--- src/design/ffb_cfg.svh ---
// offsets, field positions, reset values and counts of the fiber fault block
`ifndef FFB_CFG_SVH
`define FFB_CFG_SVH
// apb register byte addresses
`define FFB_OFS_CTRL 8'h00
`define FFB_OFS_STAT 8'h04
`define FFB_OFS_ISTAT 8'h08
`define FFB_OFS_IEN 8'h0C
`define FFB_OFS_ICLR 8'h10
// control register fields and reset value
`define FFB_CTRL_DUPLEX 0
`define FFB_CTRL_SPEED 1
`define FFB_CTRL_RST 2'h3
// status register fields
`define FFB_ST_FIBER 0
`define FFB_ST_SIGNAL 1
`define FFB_ST_FAULT 2
`define FFB_ST_FAULT_EN 3
`define FFB_ST_MII_B2B 4
`define FFB_ST_RMII_B2B 5
`define FFB_ST_TX_DIS 6
// interrupt status, enable and clear fields
`define FFB_IRQ_FAULT 0
`define FFB_IRQ_MODE 1
`define FFB_IRQ_TX_DIS 2
`define FFB_IRQ_W 3
// configuration strap codes
`define FFB_CFG_MII_B2B 3'h6
`define FFB_CFG_RMII_B2B 3'h5
// fault pattern length and strap settle count
`define FFB_FAULT_ONES 84
`define FFB_STRAP_WAIT 2'h3
`endif

--- src/design/ffb_pkg.sv ---
// types shared by the fiber fault and back-to-back block
package ffb_pkg;
   // strap capture sequence after reset
   typedef enum logic {
      FFB_S_WAIT,
      FFB_S_RUN
   } ffb_strap_st_t;
   // all pins that cross into the clock domain
   typedef struct packed {
      logic link_clk; // fiber bit clock from the link side
      logic fd_mid; // fiber detect above the lower threshold
      logic fd_high; // fiber detect above the upper threshold
      logic energy; // copper receive energy seen
      logic txd2; // transmit data bit 2 pin
      logic fd_strap_n; // fault disable strap, low disables
      logic [2:0] cfg; // configuration strap
   } ffb_pins_t;
   // media state seen on the fiber detect input
   typedef struct packed {
      logic fiber;
      logic signal;
      logic fault;
   } ffb_mode_t;
endpackage : ffb_pkg

--- src/design/ffb_fef_pat.sv ---
// repeating far-end fault pattern: ONES one bits then a single zero
`timescale 1ns/1ps
module ffb_fault_pat #(
   parameter int ONES = 84
) (
   input wire logic i_clock,
   input wire logic i_rst_n,
   input wire logic i_run,
   input wire logic i_step,
   output logic o_bit
);
   localparam int CW = $clog2(ONES + 1);
   localparam logic [CW-1:0] LAST = CW'(ONES);
   logic [CW-1:0] cnt_r; // bit position inside the pattern
   logic [CW-1:0] cnt_nxt;

   // a pattern without ones would be a stuck zero
   if (ONES < 1) begin : g_bad_ones
      $error("ffb_fault_pat: at least one one bit");
   end

   // next position: restart when idle, wrap after the zero bit
   always_comb begin
      cnt_nxt = cnt_r;
      if (!i_run) begin
         cnt_nxt = '0;
      end else if (i_step) begin
         cnt_nxt = (cnt_r == LAST) ? '0 : cnt_r + 1'b1;
      end
   end

   // register
   always_ff @(posedge i_clock or negedge i_rst_n) begin
      if (!i_rst_n) begin
         cnt_r <= '0;
      end else begin
         cnt_r <= cnt_nxt;
      end
   end

   // the zero sits only on the last position
   assign o_bit = (cnt_r != LAST);
endmodule : ffb_fault_pat

--- src/design/ffb_sync.sv ---
// two flip-flop synchroniser for a bundle of asynchronous levels
`timescale 1ns/1ps
module ffb_sync #(
   parameter int W = 9
) (
   input wire logic i_clock,
   input wire logic i_rst_n,
   input wire logic [W-1:0] i_d,
   output logic [W-1:0] o_q
);
   logic [W-1:0] meta_r; // first stage, read only by q_r
   logic [W-1:0] meta_nxt;
   logic [W-1:0] q_r; // second stage, safe to use
   logic [W-1:0] q_nxt;

   // refuse a bundle that no flop could hold
   if (W < 1) begin : g_bad_width
      $error("ffb_sync: width must be at least one");
   end

   // next values: shift the bundle one stage
   always_comb begin
      meta_nxt = i_d;
      q_nxt = meta_r;
   end

   // registers
   always_ff @(posedge i_clock or negedge i_rst_n) begin
      if (!i_rst_n) begin
         meta_r <= '0;
         q_r <= '0;
      end else begin
         meta_r <= meta_nxt;
         q_r <= q_nxt;
      end
   end

   assign o_q = q_r;
endmodule : ffb_sync

--- src/design/ffb_top.sv ---
// fiber detect, far-end fault and back-to-back mode logic with apb access
`timescale 1ns/1ps
`include "ffb_cfg.svh"

// What this block does
// - copper below low level, fiber above it
// - mid level means no signal, fault
// - high level means fiber signal present
// - fault sends 84 ones then one zero
// - fault on unless disable strap low
// - back-to-back copper side blocks 10 Mbps
// - strap 110 selects mii back-to-back
// - strap 101 selects rmii back-to-back
// - rmii copper side rxd2 shows receive energy
// - rmii: inverted energy high disables fiber transmitter
// - fiber bypasses coding, negotiation, fixes 100
module ffb_top (
   input wire logic i_clock,
   input wire logic i_rst_n,
   input wire logic i_link_clk,
   input wire logic i_fd_mid,
   input wire logic i_fd_high,
   input wire logic i_energy,
   input wire logic i_txd2,
   input wire logic i_fault_disable_strap_n,
   input wire logic [2:0] i_cfg_strap,
   input wire logic i_fx_tx_data,
   input wire logic i_psel,
   input wire logic i_penable,
   input wire logic i_pwrite,
   input wire logic [7:0] i_paddr,
   input wire logic [31:0] i_pwdata,
   output logic [31:0] o_prdata,
   output logic o_pready,
   output logic o_pslverr,
   output logic o_fiber_mode,
   output logic o_signal_present,
   output logic o_far_end_fault,
   output logic o_fx_tx_bit,
   output logic o_fx_tx_disable,
   output logic o_block_10m,
   output logic o_bypass_coding,
   output logic o_skip_autoneg,
   output logic o_speed_100,
   output logic o_duplex_full,
   output logic o_mii_b2b,
   output logic o_rmii_b2b,
   output logic o_rxd2,
   output logic o_irq
);
   localparam int PW = $bits(ffb_pkg::ffb_pins_t);

   ffb_pkg::ffb_pins_t pins; // raw pins in one bundle
   ffb_pkg::ffb_pins_t s; // synchronised pins
   logic [PW-1:0] s_raw;
   logic pat_bit; // current fault pattern bit
   logic link_step; // rising edge of the link clock

   // strap capture state
   ffb_pkg::ffb_strap_st_t st_r, st_nxt;
   logic [1:0] wait_r, wait_nxt; // settle count after reset
   logic fault_en_r, fault_en_nxt; // far-end fault signalling on
   logic [2:0] cfg_r, cfg_nxt; // captured configuration strap

   // media state
   ffb_pkg::ffb_mode_t mode_r, mode_nxt;
   logic link_prev_r, link_prev_nxt; // last link clock level
   logic tx_bit_r, tx_bit_nxt;
   logic tx_dis_r, tx_dis_nxt;
   logic b10_r, b10_nxt;
   logic mii_r, mii_nxt;
   logic rmii_r, rmii_nxt;
   logic rxd2_r, rxd2_nxt;

   // register file and bus
   logic [1:0] ctrl_r, ctrl_nxt;
   logic [`FFB_IRQ_W-1:0] ist_r, ist_nxt; // sticky event bits
   logic [`FFB_IRQ_W-1:0] ien_r, ien_nxt; // event enables
   logic [`FFB_IRQ_W-1:0] ev; // events this cycle
   logic [`FFB_IRQ_W-1:0] clr; // clear strobes this cycle
   logic irq_r, irq_nxt;
   logic [31:0] rdata_r, rdata_nxt;
   logic rdy_r, rdy_nxt;
   logic err_r, err_nxt;
   logic spd_r, spd_nxt; // 100 Mbps select, registered for the pin
   logic setup; // apb setup phase
   logic wr_acc; // write completes this edge
   logic hit; // address is mapped

   assign pins = '{link_clk: i_link_clk, fd_mid: i_fd_mid,
      fd_high: i_fd_high, energy: i_energy, txd2: i_txd2,
      fd_strap_n: i_fault_disable_strap_n, cfg: i_cfg_strap};

   // every detect, energy and txd2 pin, strap and link clock passes two flops first
   ffb_sync #(.W(PW)) u_sync (
      .i_clock(i_clock),
      .i_rst_n(i_rst_n),
      .i_d(pins),
      .o_q(s_raw)
   );
   assign s = s_raw;

   // the link clock only paces the pattern, so edge finding is enough
   assign link_step = s.link_clk & ~link_prev_r;

   ffb_fault_pat #(.ONES(`FFB_FAULT_ONES)) u_pat (
      .i_clock(i_clock),
      .i_rst_n(i_rst_n),
      .i_run(mode_r.fault),
      .i_step(link_step),
      .o_bit(pat_bit)
   );

   // strap capture: wait until the synchroniser holds real pin levels
   always_comb begin
      st_nxt = st_r;
      wait_nxt = wait_r;
      fault_en_nxt = fault_en_r;
      cfg_nxt = cfg_r;
      unique case (st_r)
         ffb_pkg::FFB_S_WAIT: begin
            wait_nxt = wait_r + 2'h1;
            if (wait_r == `FFB_STRAP_WAIT) begin
               st_nxt = ffb_pkg::FFB_S_RUN;
               fault_en_nxt = s.fd_strap_n;
               cfg_nxt = s.cfg;
            end
         end
         ffb_pkg::FFB_S_RUN: begin
            wait_nxt = wait_r;
         end
      endcase
   end

   always_ff @(posedge i_clock or negedge i_rst_n) begin
      if (!i_rst_n) begin
         st_r <= ffb_pkg::FFB_S_WAIT;
         wait_r <= 2'h0;
         fault_en_r <= 1'b1; // signalling on until straps say otherwise
         cfg_r <= 3'h0;
      end else begin
         st_r <= st_nxt;
         wait_r <= wait_nxt;
         fault_en_r <= fault_en_nxt;
         cfg_r <= cfg_nxt;
      end
   end

   // media state, fault pattern and back-to-back outputs
   always_comb begin
      mode_nxt.fiber = s.fd_mid;
      mode_nxt.signal = s.fd_mid & s.fd_high;
      // no signal in fiber mode is a far-end fault when enabled
      mode_nxt.fault = s.fd_mid & ~s.fd_high & fault_en_r;
      link_prev_nxt = s.link_clk;
      // fault pattern replaces the data stream toward the partner
      tx_bit_nxt = mode_r.fault ? pat_bit : i_fx_tx_data;
      mii_nxt = (cfg_r == `FFB_CFG_MII_B2B);
      rmii_nxt = (cfg_r == `FFB_CFG_RMII_B2B);
      // copper side of a converter refuses a 10 Mbps link
      b10_nxt = (mii_r | rmii_r) & ~mode_r.fiber;
      // spare receive bit 2 carries copper energy to the peer
      rxd2_nxt = rmii_r & ~mode_r.fiber & s.energy;
      // fiber side stops its transmitter on a high bit 2 input
      tx_dis_nxt = rmii_r & mode_r.fiber & s.txd2;
   end

   always_ff @(posedge i_clock or negedge i_rst_n) begin
      if (!i_rst_n) begin
         mode_r <= '0;
         link_prev_r <= 1'b0;
         tx_bit_r <= 1'b0;
         tx_dis_r <= 1'b0;
         b10_r <= 1'b0;
         mii_r <= 1'b0;
         rmii_r <= 1'b0;
         rxd2_r <= 1'b0;
      end else begin
         mode_r <= mode_nxt;
         link_prev_r <= link_prev_nxt;
         tx_bit_r <= tx_bit_nxt;
         tx_dis_r <= tx_dis_nxt;
         b10_r <= b10_nxt;
         mii_r <= mii_nxt;
         rmii_r <= rmii_nxt;
         rxd2_r <= rxd2_nxt;
      end
   end

   // apb slave: read data staged in setup so pready needs no wait
   assign setup = i_psel & ~i_penable;
   assign wr_acc = i_psel & i_penable & i_pwrite & rdy_r;
   assign hit = (i_paddr == `FFB_OFS_CTRL) || (i_paddr == `FFB_OFS_STAT) ||
      (i_paddr == `FFB_OFS_ISTAT) || (i_paddr == `FFB_OFS_IEN) ||
      (i_paddr == `FFB_OFS_ICLR);
   assign ev = {tx_dis_nxt & ~tx_dis_r, mode_nxt.fiber ^ mode_r.fiber,
      mode_nxt.fault & ~mode_r.fault};
   assign clr = (wr_acc && i_paddr == `FFB_OFS_ICLR) ?
      i_pwdata[`FFB_IRQ_W-1:0] : '0;

   always_comb begin
      ctrl_nxt = ctrl_r;
      ien_nxt = ien_r;
      rdata_nxt = rdata_r;
      rdy_nxt = setup; // answer in the first access cycle
      err_nxt = setup & ~hit; // unmapped address is an error
      // a new event wins over a clear in the same cycle
      ist_nxt = (ist_r & ~clr) | ev;
      irq_nxt = |(ist_nxt & ien_nxt);
      if (wr_acc && i_paddr == `FFB_OFS_CTRL) begin
         ctrl_nxt = i_pwdata[1:0];
      end
      if (wr_acc && i_paddr == `FFB_OFS_IEN) begin
         ien_nxt = i_pwdata[`FFB_IRQ_W-1:0];
      end
      irq_nxt = |(ist_nxt & ien_nxt);
      // fiber and the 10 Mbps block force 100, else software picks
      spd_nxt = mode_nxt.fiber | b10_nxt | ctrl_nxt[`FFB_CTRL_SPEED];
      if (setup) begin
         rdata_nxt = 32'h00000000;
         unique case (i_paddr)
            `FFB_OFS_CTRL: rdata_nxt[1:0] = ctrl_r;
            `FFB_OFS_STAT: rdata_nxt[6:0] = {tx_dis_r, rmii_r, mii_r,
               fault_en_r, mode_r.fault, mode_r.signal, mode_r.fiber};
            `FFB_OFS_ISTAT: rdata_nxt[`FFB_IRQ_W-1:0] = ist_r;
            `FFB_OFS_IEN: rdata_nxt[`FFB_IRQ_W-1:0] = ien_r;
            default: rdata_nxt = 32'h00000000; // clear reg, unmapped
         endcase
      end
   end

   always_ff @(posedge i_clock or negedge i_rst_n) begin
      if (!i_rst_n) begin
         ctrl_r <= `FFB_CTRL_RST;
         ist_r <= '0;
         ien_r <= '0;
         irq_r <= 1'b0;
         rdata_r <= 32'h00000000;
         rdy_r <= 1'b0;
         err_r <= 1'b0;
         spd_r <= 1'b1; // matches the control reset value
      end else begin
         ctrl_r <= ctrl_nxt;
         ist_r <= ist_nxt;
         ien_r <= ien_nxt;
         irq_r <= irq_nxt;
         rdata_r <= rdata_nxt;
         rdy_r <= rdy_nxt;
         err_r <= err_nxt;
         spd_r <= spd_nxt;
      end
   end

   // outputs, all straight from flops
   assign o_prdata = rdata_r;
   assign o_pready = rdy_r;
   assign o_pslverr = err_r;
   assign o_fiber_mode = mode_r.fiber;
   assign o_signal_present = mode_r.signal;
   assign o_far_end_fault = mode_r.fault;
   assign o_fx_tx_bit = tx_bit_r;
   assign o_fx_tx_disable = tx_dis_r;
   assign o_block_10m = b10_r;
   // fiber bypasses coding and negotiation and runs at 100 only
   assign o_bypass_coding = mode_r.fiber;
   assign o_skip_autoneg = mode_r.fiber;
   assign o_speed_100 = spd_r;
   assign o_duplex_full = ctrl_r[`FFB_CTRL_DUPLEX]; // duplex stays free
   assign o_mii_b2b = mii_r;
   assign o_rmii_b2b = rmii_r;
   assign o_rxd2 = rxd2_r;
   assign o_irq = irq_r;
endmodule : ffb_top

--- config.mk ---
export PLATFORM = sky130hd
export DESIGN_NAME = ffb_top
export DESIGN_NICKNAME = d
export VERILOG_FILES = /design/src/design/ffb_pkg.sv /design/src/design/ffb_fef_pat.sv /design/src/design/ffb_sync.sv /design/src/design/ffb_top.sv
export VERILOG_INCLUDE_DIRS = /design/src /design/src/design
export SDC_FILE = /design/constraint.sdc
export NUM_CORES = 1
export LEC_CHECK = 0
export ABC_AREA = 1
export BUFFER_PORTS_ARGS = -buffer_cell sky130_fd_sc_hd__buf_2
export CORE_MARGIN = 3
export CORE_UTILIZATION = 43
export DETAILED_ROUTE_END_ITERATION = 8
export PLACE_DENSITY = 0.79
export RECOVER_POWER = 50
export SLEW_MARGIN = 10
export SYNTH_ARGS = -nofsm -noshare
export SYNTH_HDL_FRONTEND = slang
export SYNTH_SLANG_ARGS = --single-unit
--- constraint.sdc ---
create_clock -name i_clock -period 1.05 [get_ports i_clock]
set_input_delay 0.1575 -clock i_clock [delete_from_list [all_inputs] [get_ports i_clock]]
set_output_delay 0.1575 -clock i_clock [all_outputs]
set_load 0.03 [all_outputs]
# Yosys cells after proc, flatten, opt, wreduce, memory -nomap -nowiden
# Index checks and enable logic that the tools add are counted.
[totals]
regBits = 61
output_inout_bits = 48
word_cells = 93
[classes]
add_sub_neg = 2
n_eq_ne = 10
n_mux = 13
n_bitwise = 32
n_reduce_logical = 10
[ops]
columns = ["op", "n"]
rows = [
  ["$mux 7", 3],
  ["$and 1x1->1", 16],
  ["$eq 8x4->1 const B", 2],
  ["$eq 8x3->1 const B", 1],
  ["$eq 8x5->1 const B", 1],
  ["$logic_not 8->1", 1],
  ["$not 1->1", 8],
  ["$pmux 2 s4", 1],
  ["$add 7x1->7 const B", 1],
  ["$eq 7x7->1 const B", 1],
  ["$ne 7x7->1 const B", 1],
  ["$and 3x3->3", 2],
  ["$eq 3x3->1 const B", 2],
  ["$mux 3", 2],
  ["$logic_or 1x1->1", 4],
  ["$mux 2", 2],
  ["$mux 4", 1],
  ["$logic_and 1x1->1", 3],
  ["$mux 1", 3],
  ["$not 3->3", 1],
  ["$or 1x1->1", 3],
  ["$or 3x3->3", 1],
  ["$pmux 1 s3", 1],
  ["$reduce_or 3->1", 1],
  ["5 further kinds", 5],
]

# Logic depth before layout (Yosys ltp)
# Gate-level depths: netlist of run 1.
[logic_depth]
ltp_word = 10
depth_mapped = 9
mapped_depth_nobuf = 9

# Modules after synthesis
# Synthesis of run 1 repeated with hierarchy kept, for this count alone.
[hier_totals]
hier_cells = 281
area_unflattened_um2 = 2687.6
[by_module_without_submodules]
columns = ["module", "instances", "cells_each", "area_per_inst_um2", "seq_area_each_um2"]
rows = [
  ["ffb_top", 1, 195, 1756.7, 905.9],
  ["ffb_fault_pat", 1, 68, 480.5, 175.2],
  ["ffb_sync", 1, 18, 450.4, 450.4],
]

# Worst setup path after synthesis of run 1
# Ideal clock, no wire load.
[synth_path]
kind = "reg-to-reg"
from = "reg rdy_r (netlist: o_pready)"
to = "reg ctrl_r[0]"
setup_time_ns = 0.082
arrival_time_ns = 1.178
setup_slack_ns = -0.210
stages_incl_launch_ff = 5
path_cell_list = "dfrtp_1 > nand2_1 > nor2_4 > nand2_2 > mux2_4"
[synth_between]
elab_chain_len = 2
[synth_rtl]
columns = ["element", "line", "source"]
rows = [
  ["start, declared", "ffb_top.sv:83", "logic rdy_r, rdy_nxt;"],
  ["start signal, assigned", "ffb_top.sv:248", "rdy_r <= rdy_nxt;"],
  ["$and 1x1->1", "ffb_top.sv:192", "assign wr_acc = i_psel & i_penable & i_pwrite & rdy_r;"],
  ["$logic_and 1x1->1 (no line)", "-", ""],
  ["end signal, assigned", "ffb_top.sv:234", "ctrl_r <= `FFB_CTRL_RST;"],
  ["end signal, assigned", "ffb_top.sv:243", "ctrl_r <= ctrl_nxt;"],
  ["end, declared", "ffb_top.sv:76", "logic [1:0] ctrl_r, ctrl_nxt;"],
]
# No other way between the ends.
# A chain may end at the register's enable or synchronous reset.

# Worst setup path after layout of run 1
[layout_path]
from = "reg u_pat.cnt_r[2]"
to = "reg u_pat.cnt_r[5]"
[layout_between]
elab_chain_len = 4
[layout_rtl]
columns = ["element", "line", "source"]
rows = [
  ["start, declared", "ffb_fef_pat.sv:14", "logic [CW-1:0] cnt_r;"],
  ["start signal, assigned", "ffb_fef_pat.sv:37", "cnt_r <= cnt_nxt;"],
  ["$add 7x1->7 or $eq 7x7->1 (tied branches)", "ffb_fef_pat.sv:28", "cnt_nxt = (cnt_r == LAST) ? '0 : cnt_r + 1'b1;"],
  ["$mux 7 *", "ffb_fef_pat.sv:28", ""],
  ["$mux 7 *", "ffb_fef_pat.sv:27", "end else if (i_step) begin"],
  ["$mux 7 *", "ffb_fef_pat.sv:25", "if (!i_run) begin"],
]
# Every way passes the cells marked *; elsewhere a longest branch is shown, timed or not. The select of a mux whose other input is x is not followed.

==> results of run 1 <==
[sequential cells by signal (all words and copies together), names as in the netlist, 2 cells and up]
| register | count |
|---|---|
| o_prdata | 7 |
| ctrl_r | 2 |
| u_pat.cnt_r | 7 |
| ien_r | 3 |
| ist_r | 3 |
| u_sync.o_q | 9 |
| wait_r | 2 |
| cfg_r | 3 |
| u_sync.meta_r | 9 |
[per-stage QoR]
stage / instance area [um^2] / utilization (%) / cells
global route: 3820 / 67.31 / 448
floorplan: 2721 / - / 280
detailed placement: 3083 / 54.32 / 403
global placement: 3083 / 54.32 / 403
CTS: 3719 / 65.52 / 443
finish: 3820 / 67.31 / 448
[layout make-up]
cell class                 instances  area, um^2
multi-input combinational        174        1039
inverter                          18       67.56
tap                               72       90.09
clock inverter                     5       83.83
fill                             414        1856
sequential                        61        1534
clock buffer                      11       141.4
timing repair buffer             107       864.6
[critical path, stage by stage (launching register included)]
cell and delay (ps):
dfrtp_1 390, inv_2 80, nor2_2 170, nand2_4 70, o21ai_4 200, nor2_2 90, nand3_1 70, o21ai_1 70
[layout by cell type, fill, tap and decap left out, drive strengths merged]
cell	count
clkinv	1
dfstp	4
o31ai	1
xor2	1
xnor2	3
dfrtp	57
nand3	19
nor3	2
mux2	5
nor2	23
and3	2
inv	18
ha	3
a21oi	3
clkinvlp	2
nand4	4
a211oi	1
conb	25
nand2	71
bufinv	2
dlygate4sd3	10
o21ai	10
clkbuf	12
buf	96
or2	1
[layer usage]
layer	share of wire [%]	track usage [%]	up-vias
li1	-	-	994
met1	39	20.13	1003
met2	53	31.16	88
met3	6.2	5.923	14
met4	2.6	8.480	0
met5	0	0	-
[kinds of logic after synthesis]
kind of cell             Yosys count  synth area share [%]
flip-flops                        61                 59.04
XOR/XNOR                           4                 1.351
buffers and inverters             46                 10.61
other                              1                0.1446
multiplexers                       5                 2.315
adder cells (fa/ha/maj)            3                 1.447
AO/OA/AOI/OAI                     15                 3.377
AND/OR/NAND/NOR                  121                 21.71
[final timing paths]
check / from / to / depth (start not counted)
hold / removal: i_fx_tx_data / o_fx_tx_bit$_DFF_PN0_ / 3
hold reg to reg: u_sync.meta_r[1]$_DFF_PN0_ / u_sync.o_q[1]$_DFF_PN0_ / 0
min in group asynchronous: i_rst_n / o_prdata[0]$_DFFE_PN0P_ / 3
setup / recovery: u_pat.cnt_r[2]$_DFFE_PN0P_ / u_pat.cnt_r[5]$_DFFE_PN0P_ / 7
max in group asynchronous: i_rst_n / o_far_end_fault$_DFF_PN0_ / 3
setup reg to reg: u_pat.cnt_r[2]$_DFFE_PN0P_ / u_pat.cnt_r[5]$_DFFE_PN0P_ / 7
[what timing repair did]
item                                   in CTS  in global routing
endpoints found under the hold margin      66                  0
gates cloned                                1                  0
setup endpoints to repair                  35                 44
hold buffers                               10                  0
pin swaps                                  17                  8
setup buffers                              13                  5
resized for setup                          65                 28
[where the power goes]
group | internal, W | switching [W]
clock | 0.00140 | 0.000909
combinational | 0.000202 | 0.000356
sequential | 0.00242 | 0.0000409
total | 0.00403 | 0.00131
==> reports/metrics.csv, run 1 <==
metric,value,unit
run status,"finished, violations left",
failing checks,negative setup slack,
most frequent cell after synthesis,nand2_1,
WHS,22.14,ps
Synth async-reset ratio,100.0,%
Most used DFF post-synth,dfrtp_1,
HPWL Detailed,3709,um
Mean Syn Cell Area,10.13,um^2
Tmin final,1262,ps
RSZ-0062 raised after global routing,true,
count of flip-flops with a built-in enable after synthesis,0,
DR DRC count,0,
DRT antenna net count,0,
Setup Total Neg Slack,-3302,ps
IO Pins,103,
Max Root-Sink Buffers,2,
drt first pass iters,4,
biggest area consumer among synthesized cells,dfrtp_1,
Yosys cell types,30,
largest cells by area after synthesis,"dfrtp_1, nand2_1, buf_4",
synthesized flop and latch total,61,
Hold Fails Final Rpt,0,
crit-path max FO,4,
Layout Nets,429,
post-synth top area share,54.99,%
WL final,6210,um
period utilization,120.2,%
global-route wire length before repair,9880,um
fmax,792.2,MHz
WS Path Type,flip-flop to flip-flop,
DRT iter0 DRCs,113,
max-cap viol count,0,
Max Slew Vio Count,0,
leak pwr,1.925,nW
WL/cell,13.86,um
CTS sink cnt,61,
"Setup violations, final",29,
sequential fraction of the synthesis area,59.04,%
Placer Congestion,0.9122,
Root Buffer Master,clkbuf_8,
Worst slew margin,64.87,%
Peak VDD IR,0.001325,V
total global-route track usage,18.09,%
grt ovf,0,
Worst-path clk slew,70,ps
initial core utilization,45.70,%
share of layout cells above drive strength 1,46.28,%
CTS buffer count,9,
reg2reg setup slack,-210,ps
die area,7000,um^2
"Clk Latency, worst-skew pair",340,ps
top post-synthesis cells by count,"nand2_1, dfrtp_1, buf_4",
antenna violations before repair,0,
via/cell ratio,4.685,
row count,27,
post-route worst setup slack,-212.3,ps
dpl ws,-239.7,ps
Synth Cell Area,2594,um^2
Antenna diodes,0,
vias in the first global route,2108,
"Warnings, synthesis",0,
PortBufs,48,
worst clock skew,8.783,ps
startpoint class of the critical path,flip-flop,
H-tree depth,3,
Area Overhead vs Synth,47.27,%
Total Power,0.005336,W
pwr/cell area,1397,nW/um^2
Vias,2099,
CP Data Arrival Time,1490,ps
Worst-Margin Slew,527.0,ps
largest net degree at the start of global routing,62,
Cells after Synth,256,
Core ar.,5675,um^2
CTS tree,done,
die width,83.67,um
Hold Path Class,primary input to flip-flop,
CP Capture Type,flip-flop,
Die Ht,83.67,um
Required @ worst endpoint,1270,ps
(Power assumes the default switching activity.)
==> run 2: changes to the inputs <==
--- a/config.mk
+++ b/config.mk
@@ -6,7 +6,6 @@
 export SDC_FILE = /design/constraint.sdc
 export NUM_CORES = 1
 export LEC_CHECK = 0
-export ABC_AREA = 1
 export BUFFER_PORTS_ARGS = -buffer_cell sky130_fd_sc_hd__buf_2
 export CORE_MARGIN = 3
 export CORE_UTILIZATION = 43
==> run 2 against run 1 <==
The run still ends with negative setup slack left. Critical path depth grew 1. Clock power is essentially flat. Via count shrank 5.0%. Count of clock-buffer cells in the layout grew 1. Clock skew grew 4.8 ps. Final area grew 0.46%. Synthesized area shrank 2.1%. Critical endpoint is now u_pat.cnt_r[1]$_DFFE_PN0P_. Largest power group unchanged.
==> reports/metrics.csv, run 2 <==
metric,value,unit
Reg power frac,46.1,%
CP Data Arrival Time,1860,ps
dpl ws,-550.4,ps
fillcell total,361,
worst clock skew,13.63,ps
IO Pins,103,
grt ovf,0,
share of layout cells above drive strength 1,49.25,%
run status,"finished, violations left",
Yosys cell types,41,
Hold Fails Final Rpt,0,
drt first pass iters,4,
Worst-path clk slew,70,ps
synthesized flop and latch total,61,
Required @ worst endpoint,1280,ps
post-synth top area share,56.19,%
Setup Total Neg Slack,-8862,ps
failing checks,negative setup slack,
top post-synthesis cells by count,"dfrtp_1, buf_4, nand2_1, nor2_1, mux2_2",
switching pwr,0.001284,W
WHS,55.29,ps
"Warnings, synthesis",0,
Layout Nets,386,
DRT iter0 DRCs,117,
die area,6862,um^2
largest net degree at the start of global routing,41,
Worst slew margin,64.67,%
Switching Fraction,24.04,%
Placer Congestion,0.8175,
"Clk Latency, worst-skew pair",340,ps
RSZ-0062 raised after global routing,true,
Final Cell Area,3837,um^2
WL final,6467,um
leak pwr,1.869,nW
global-route wire length before repair,8845,um
Synth async-reset ratio,100.0,%
"most common cell after layout, fill and taps aside",dfrtp_1,
via/cell ratio,4.923,
fin cells,405,
Hold Path Class,primary input to flip-flop,
post-route worst setup slack,-581.9,ps
internal power,0.004057,W
PortBufs,48,
pwr/cell area,1392,nW/um^2
CTS tree,done,
CTS sink cnt,61,
Vias,1994,
CP Capture Type,flip-flop,
WL/cell,15.97,um
largest cells by area after synthesis,"dfrtp_1, buf_4, dfstp_2",
Most used DFF post-synth,dfrtp_1,
Root Buffer Master,clkbuf_8,
total global-route track usage,16.48,%
CTS buffer count,9,
sequential fraction of the synthesis area,60.33,%
initial core utilization,45.27,%
Max Root-Sink Buffers,2,
biggest area consumer among synthesized cells,dfrtp_1,
Mean Syn Cell Area,12.44,um^2
Peak VDD IR,0.001184,V
count of flip-flops with a built-in enable after synthesis,0,
max-cap viol count,0,
Die Ht,82.84,um
DR DRC count,0,
most frequent cell after synthesis,dfrtp_1,
Comb power frac,11.1,%
most frequent cells in the layout,"dfrtp_1, buf_4, buf_6, conb_1, buf_2",
crit-path max FO,3,
Max Slew Vio Count,0,
antenna violations before repair,0,
fmax,612.8,MHz
Cells after Synth,204,
WS Path Type,flip-flop to flip-flop,
Synth Cell Area,2539,um^2
vias in the first global route,1897,
Area Overhead vs Synth,51.16,%
HPWL Detailed,3777,um
Antenna diodes,0,
cell count after placement,358,
Tmin final,1632,ps
Worst-Margin Slew,529.9,ps
period utilization,155.4,%
die width,82.84,um
Placed Area,3099,um^2
"Setup violations, final",37,
row count,27,
DRT antenna net count,0,
Core ar.,5608,um^2
H-tree depth,3,
share of total power in the clock network,42.8,%
startpoint class of the critical path,flip-flop,
## run 2: logic make-up after synthesis
kind of cell	count (synthesis)	share of synthesized area, %
AOI/OAI and AO/OA	22	5.767
and+or+nand+nor	63	14.24
muxes	11	5.914
buffers and inverters	37	10.05
adders and majority gates	3	1.479
xor gates and xnor gates	6	2.070
other	1	0.1477
DFF	61	60.33
## run 2: layout make-up
class                           instances  area, um^2  area share, %
Sequential cell                        61        1536          40.04
Timing Repair Buffer                  119       992.2          25.86
Multi-Input combinational cell        130       974.7          25.40
Clock buffer                           12       145.1          3.782
Tap cell                               72       90.09          2.348
Clock inverter                          4       72.57          1.891
Inverter                                7       26.28         0.6847
## run 2: metal layers
| metal | global-route usage, % | routed length (um) |
|---|---|---|
| met5 | 0 | 0 |
| met4 | 7.281 | 190 |
| met3 | 5.357 | 336 |
| met2 | 29.23 | 3573 |
| met1 | 17.85 | 2366 |
## run 2: worst max-delay path: stages (launching register included)
cell	delay, ps
dfrtp_1	400
inv_2	80
ha_4	120
nand4b_1	120
nor3b_2	280
buf_4	190
nor3b_2	60
a21oi_1	200
nor2b_1	80
## run 2: stage by stage
step	util, %	power, W
finish	68.43	0.005342
global route	68.43	0.005542
CTS	65.24	0.005348
detailed placement	55.27	0.002986
global placement	55.27	0.002972
floorplan	-	0.002844
## run 2: power by group through the flow
stage          logic [W]  registers, W  clock network, W
6_report        0.000592       0.00246           0.00229
4_1_cts         0.000562       0.00246           0.00233
3_5_place_dp    0.000488       0.00250                 0
3_3_place_gp    0.000478       0.00249                 0
2_1_floorplan   0.000303       0.00254                 0
5_1_grt         0.000632       0.00247           0.00244
## run 2: timing repair
item | 4_1_cts | 5_1_grt
endpoints found under the hold margin | 66 | 0
pin swaps | 3 | 8
hold buffers | 10 | 0
setup endpoints to repair | 45 | 51
setup buffers | 9 | 14
cloned | 0 | 0
resized for setup | 55 | 30
## run 2: path summary, 6_finish.rpt
path | start | end | slack (ps) | cells past startpoint
worst max-delay path | u_pat.cnt_r[0]$_DFFE_PN0P_ | u_pat.cnt_r[1]$_DFFE_PN0P_ | -580 | 8
worst min-delay path | i_fx_tx_data | o_fx_tx_bit$_DFF_PN0_ | 60 | 3
worst max register to register | u_pat.cnt_r[0]$_DFFE_PN0P_ | u_pat.cnt_r[1]$_DFFE_PN0P_ | -580 | 8
worst min register to register | u_sync.meta_r[7]$_DFF_PN0_ | u_sync.o_q[7]$_DFF_PN0_ | 350 | 0
max in group asynchronous | i_rst_n | o_pready$_DFF_PN0_ | 150 | 3
min in group asynchronous | i_rst_n | st_r$_DFF_PN0_ | 360 | 3
==> run 3: changes to the inputs <==
==> constraint.sdc (replaced) <==
create_clock -name i_clock -period 1.05 [get_ports i_clock]
set_input_delay 0.0525 -clock i_clock [delete_from_list [all_inputs] [get_ports i_clock]]
set_output_delay 0.0525 -clock i_clock [all_outputs]
set_load 0.03 [all_outputs]
==> run 3 against run 2 <==
Routed wire length decreased by 8.6%. Fmax increased by 0.39%. Setup slack improved by 6.3 ps. Core utilization decreased by 3.8 points. Critical endpoint is now o_irq$_DFF_PN0_. Register-to-register slack about the same. First-iteration DRC count increased by 20%. Final area decreased by 5.5%. Clock power decreased by 11%. Sequential power about the same. Sequential share of layout area increased by 2.3 points. Non-clock buffer count decreased by 9. The run still ends with negative setup slack left.
==> reports/metrics.csv, run 3 (synthesis results as in run 2) <==
metric,value,unit
run status,"finished, violations left",
failing checks,negative setup slack,
Reg power frac,48.5,%
WL final,5913,um
Comb power frac,11.3,%
RSZ-0062 raised after global routing,true,
switching pwr,0.001279,W
CP Capture Type,flip-flop,
row count,27,
WL/cell,14.93,um
Area Overhead vs Synth,42.78,%
H-tree depth,3,
crit-path max FO,4,
internal power,0.003788,W
DRT antenna net count,0,
Worst-Margin Slew,539.0,ps
post-route worst setup slack,-575.6,ps
"Clk Latency, worst-skew pair",340,ps
fmax,615.2,MHz
share of layout cells above drive strength 1,46.60,%
global-route wire length before repair,9114,um
antenna violations before repair,0,
"Setup violations, final",31,
DRT iter0 DRCs,140,
PortBufs,48,
DR DRC count,0,
WS Path Type,flip-flop to flip-flop,
vias in the first global route,1917,
most frequent cells in the layout,"dfrtp_1, buf_2, buf_4, conb_1, buf_6",
Worst-path clk slew,70,ps
Max Root-Sink Buffers,2,
Switching Fraction,25.23,%
Worst slew margin,64.07,%
post-layout util,64.64,%
largest net degree at the start of global routing,62,
die width,82.84,um
grt ovf,0,
HPWL Detailed,3534,um
Hold Fails Final Rpt,0,
total global-route track usage,16.96,%
leak pwr,1.791,nW
Peak VDD IR,0.0008429,V
pwr/cell area,1398,nW/um^2
IO Pins,103,
fillcell total,404,
Placed Area,3053,um^2
Die Ht,82.84,um
Antenna diodes,0,
"most common cell after layout, fill and taps aside",dfrtp_1,
startpoint class of the critical path,flip-flop,
initial core utilization,45.27,%
Layout Nets,377,
CTS sink cnt,61,
CTS tree,done,
Core ar.,5608,um^2
Max Slew Vio Count,0,
HP Start,i_pwdata[1],
via/cell ratio,4.907,
CP startpoint,o_pready$_DFF_PN0_,
WHS,34.11,ps
Total Power,0.005067,W
max-cap viol count,0,
die area,6862,um^2
period utilization,154.8,%
Required @ worst endpoint,1260,ps
Final Cell Area,3625,um^2
Root Buffer Master,clkbuf_8,
Placer Congestion,0.8327,
worst clock skew,8.422,ps
dpl ws,-495.1,ps
drt first pass iters,4,
Hold Path Class,primary input to flip-flop,
Tmin final,1626,ps
CTS buffer count,9,
Vias,1943,
CP Data Arrival Time,1840,ps
share of total power in the clock network,40.2,%
Reg-to-Reg Start,o_pready$_DFF_PN0_,
[run 3: cell types whose count changed in the layout (fill, tap and decap cells not counted), sizes merged]
cell | before | now
clkinvlp | 1 | 0
dlygate4sd3 | 10 | 13
clkinv | 1 | 4
buf | 106 | 94
bufinv | 2 | 1
clkbuf | 15 | 14
[run 3: repair_timing]
action / in CTS / in global routing
resized for setup: 36 / 15
hold buffers: 13 / 0
endpoints found under the setup margin: 33 / 36
pin swaps: 4 / 7
hold endpoints to repair: 74 / 0
buffers inserted: 9 / 9
[run 3: power groups by stage]
stage	clock network, W	logic, W	registers (W)
finish	0.00203	0.000573	0.00246
global route	0.00219	0.000614	0.00246
CTS	0.00206	0.000557	0.00246
detailed placement	0	0.000474	0.00250
global placement	0	0.000466	0.00250
floorplan	0	0.000301	0.00254
[run 3: layout make-up]
cell class / count / area, um^2 / area share [%]
Clock inverter: 5 / 50.05 / 1.381
Multi-Input combinational cell: 130 / 950.9 / 26.23
Clock buffer: 11 / 141.4 / 3.901
Inverter: 7 / 26.28 / 0.7249
Sequential cell: 61 / 1536 / 42.39
Timing Repair Buffer: 110 / 829.5 / 22.89
Tap cell: 72 / 90.09 / 2.485
[run 3: metrics by stage]
step | setup TNS [ps] | instances
finish | -7639 | 396
CTS | -6624 | 391
floorplan | -4616 | 228
detailed placement | -7206 | 353
global placement | -5910 | 353
global route | -9118 | 396
[run 3: final timing paths]
| check | end | slack, ps | cells past startpoint |
|---|---|---|---|
| max | o_irq$_DFF_PN0_ | -580 | 4 |
| min | ien_r[1]$_DFF_PN0_ | 30 | 3 |
| max reg2reg | o_irq$_DFF_PN0_ | -580 | 4 |
| min reg2reg | u_sync.o_q[8]$_DFF_PN0_ | 350 | 0 |
| max in group asynchronous | o_bypass_coding$_DFF_PN0_ | 320 | 3 |
| min in group asynchronous | u_sync.meta_r[4]$_DFF_PN0_ | 330 | 3 |
[run 3: per-layer routing]
| layer | track usage [%] | wire, um |
|---|---|---|
| met5 | 0 | 0 |
| met4 | 8.915 | 251 |
| met3 | 4.663 | 359 |
| met2 | 27.62 | 2992 |
| met1 | 20.48 | 2309 |
[run 3: critical path, stage by stage (launching register included)]
cell,delay (ps)
dfrtp_2,350
and4_4,230
nand4_1,230
mux2_4,380
a221o_1,300
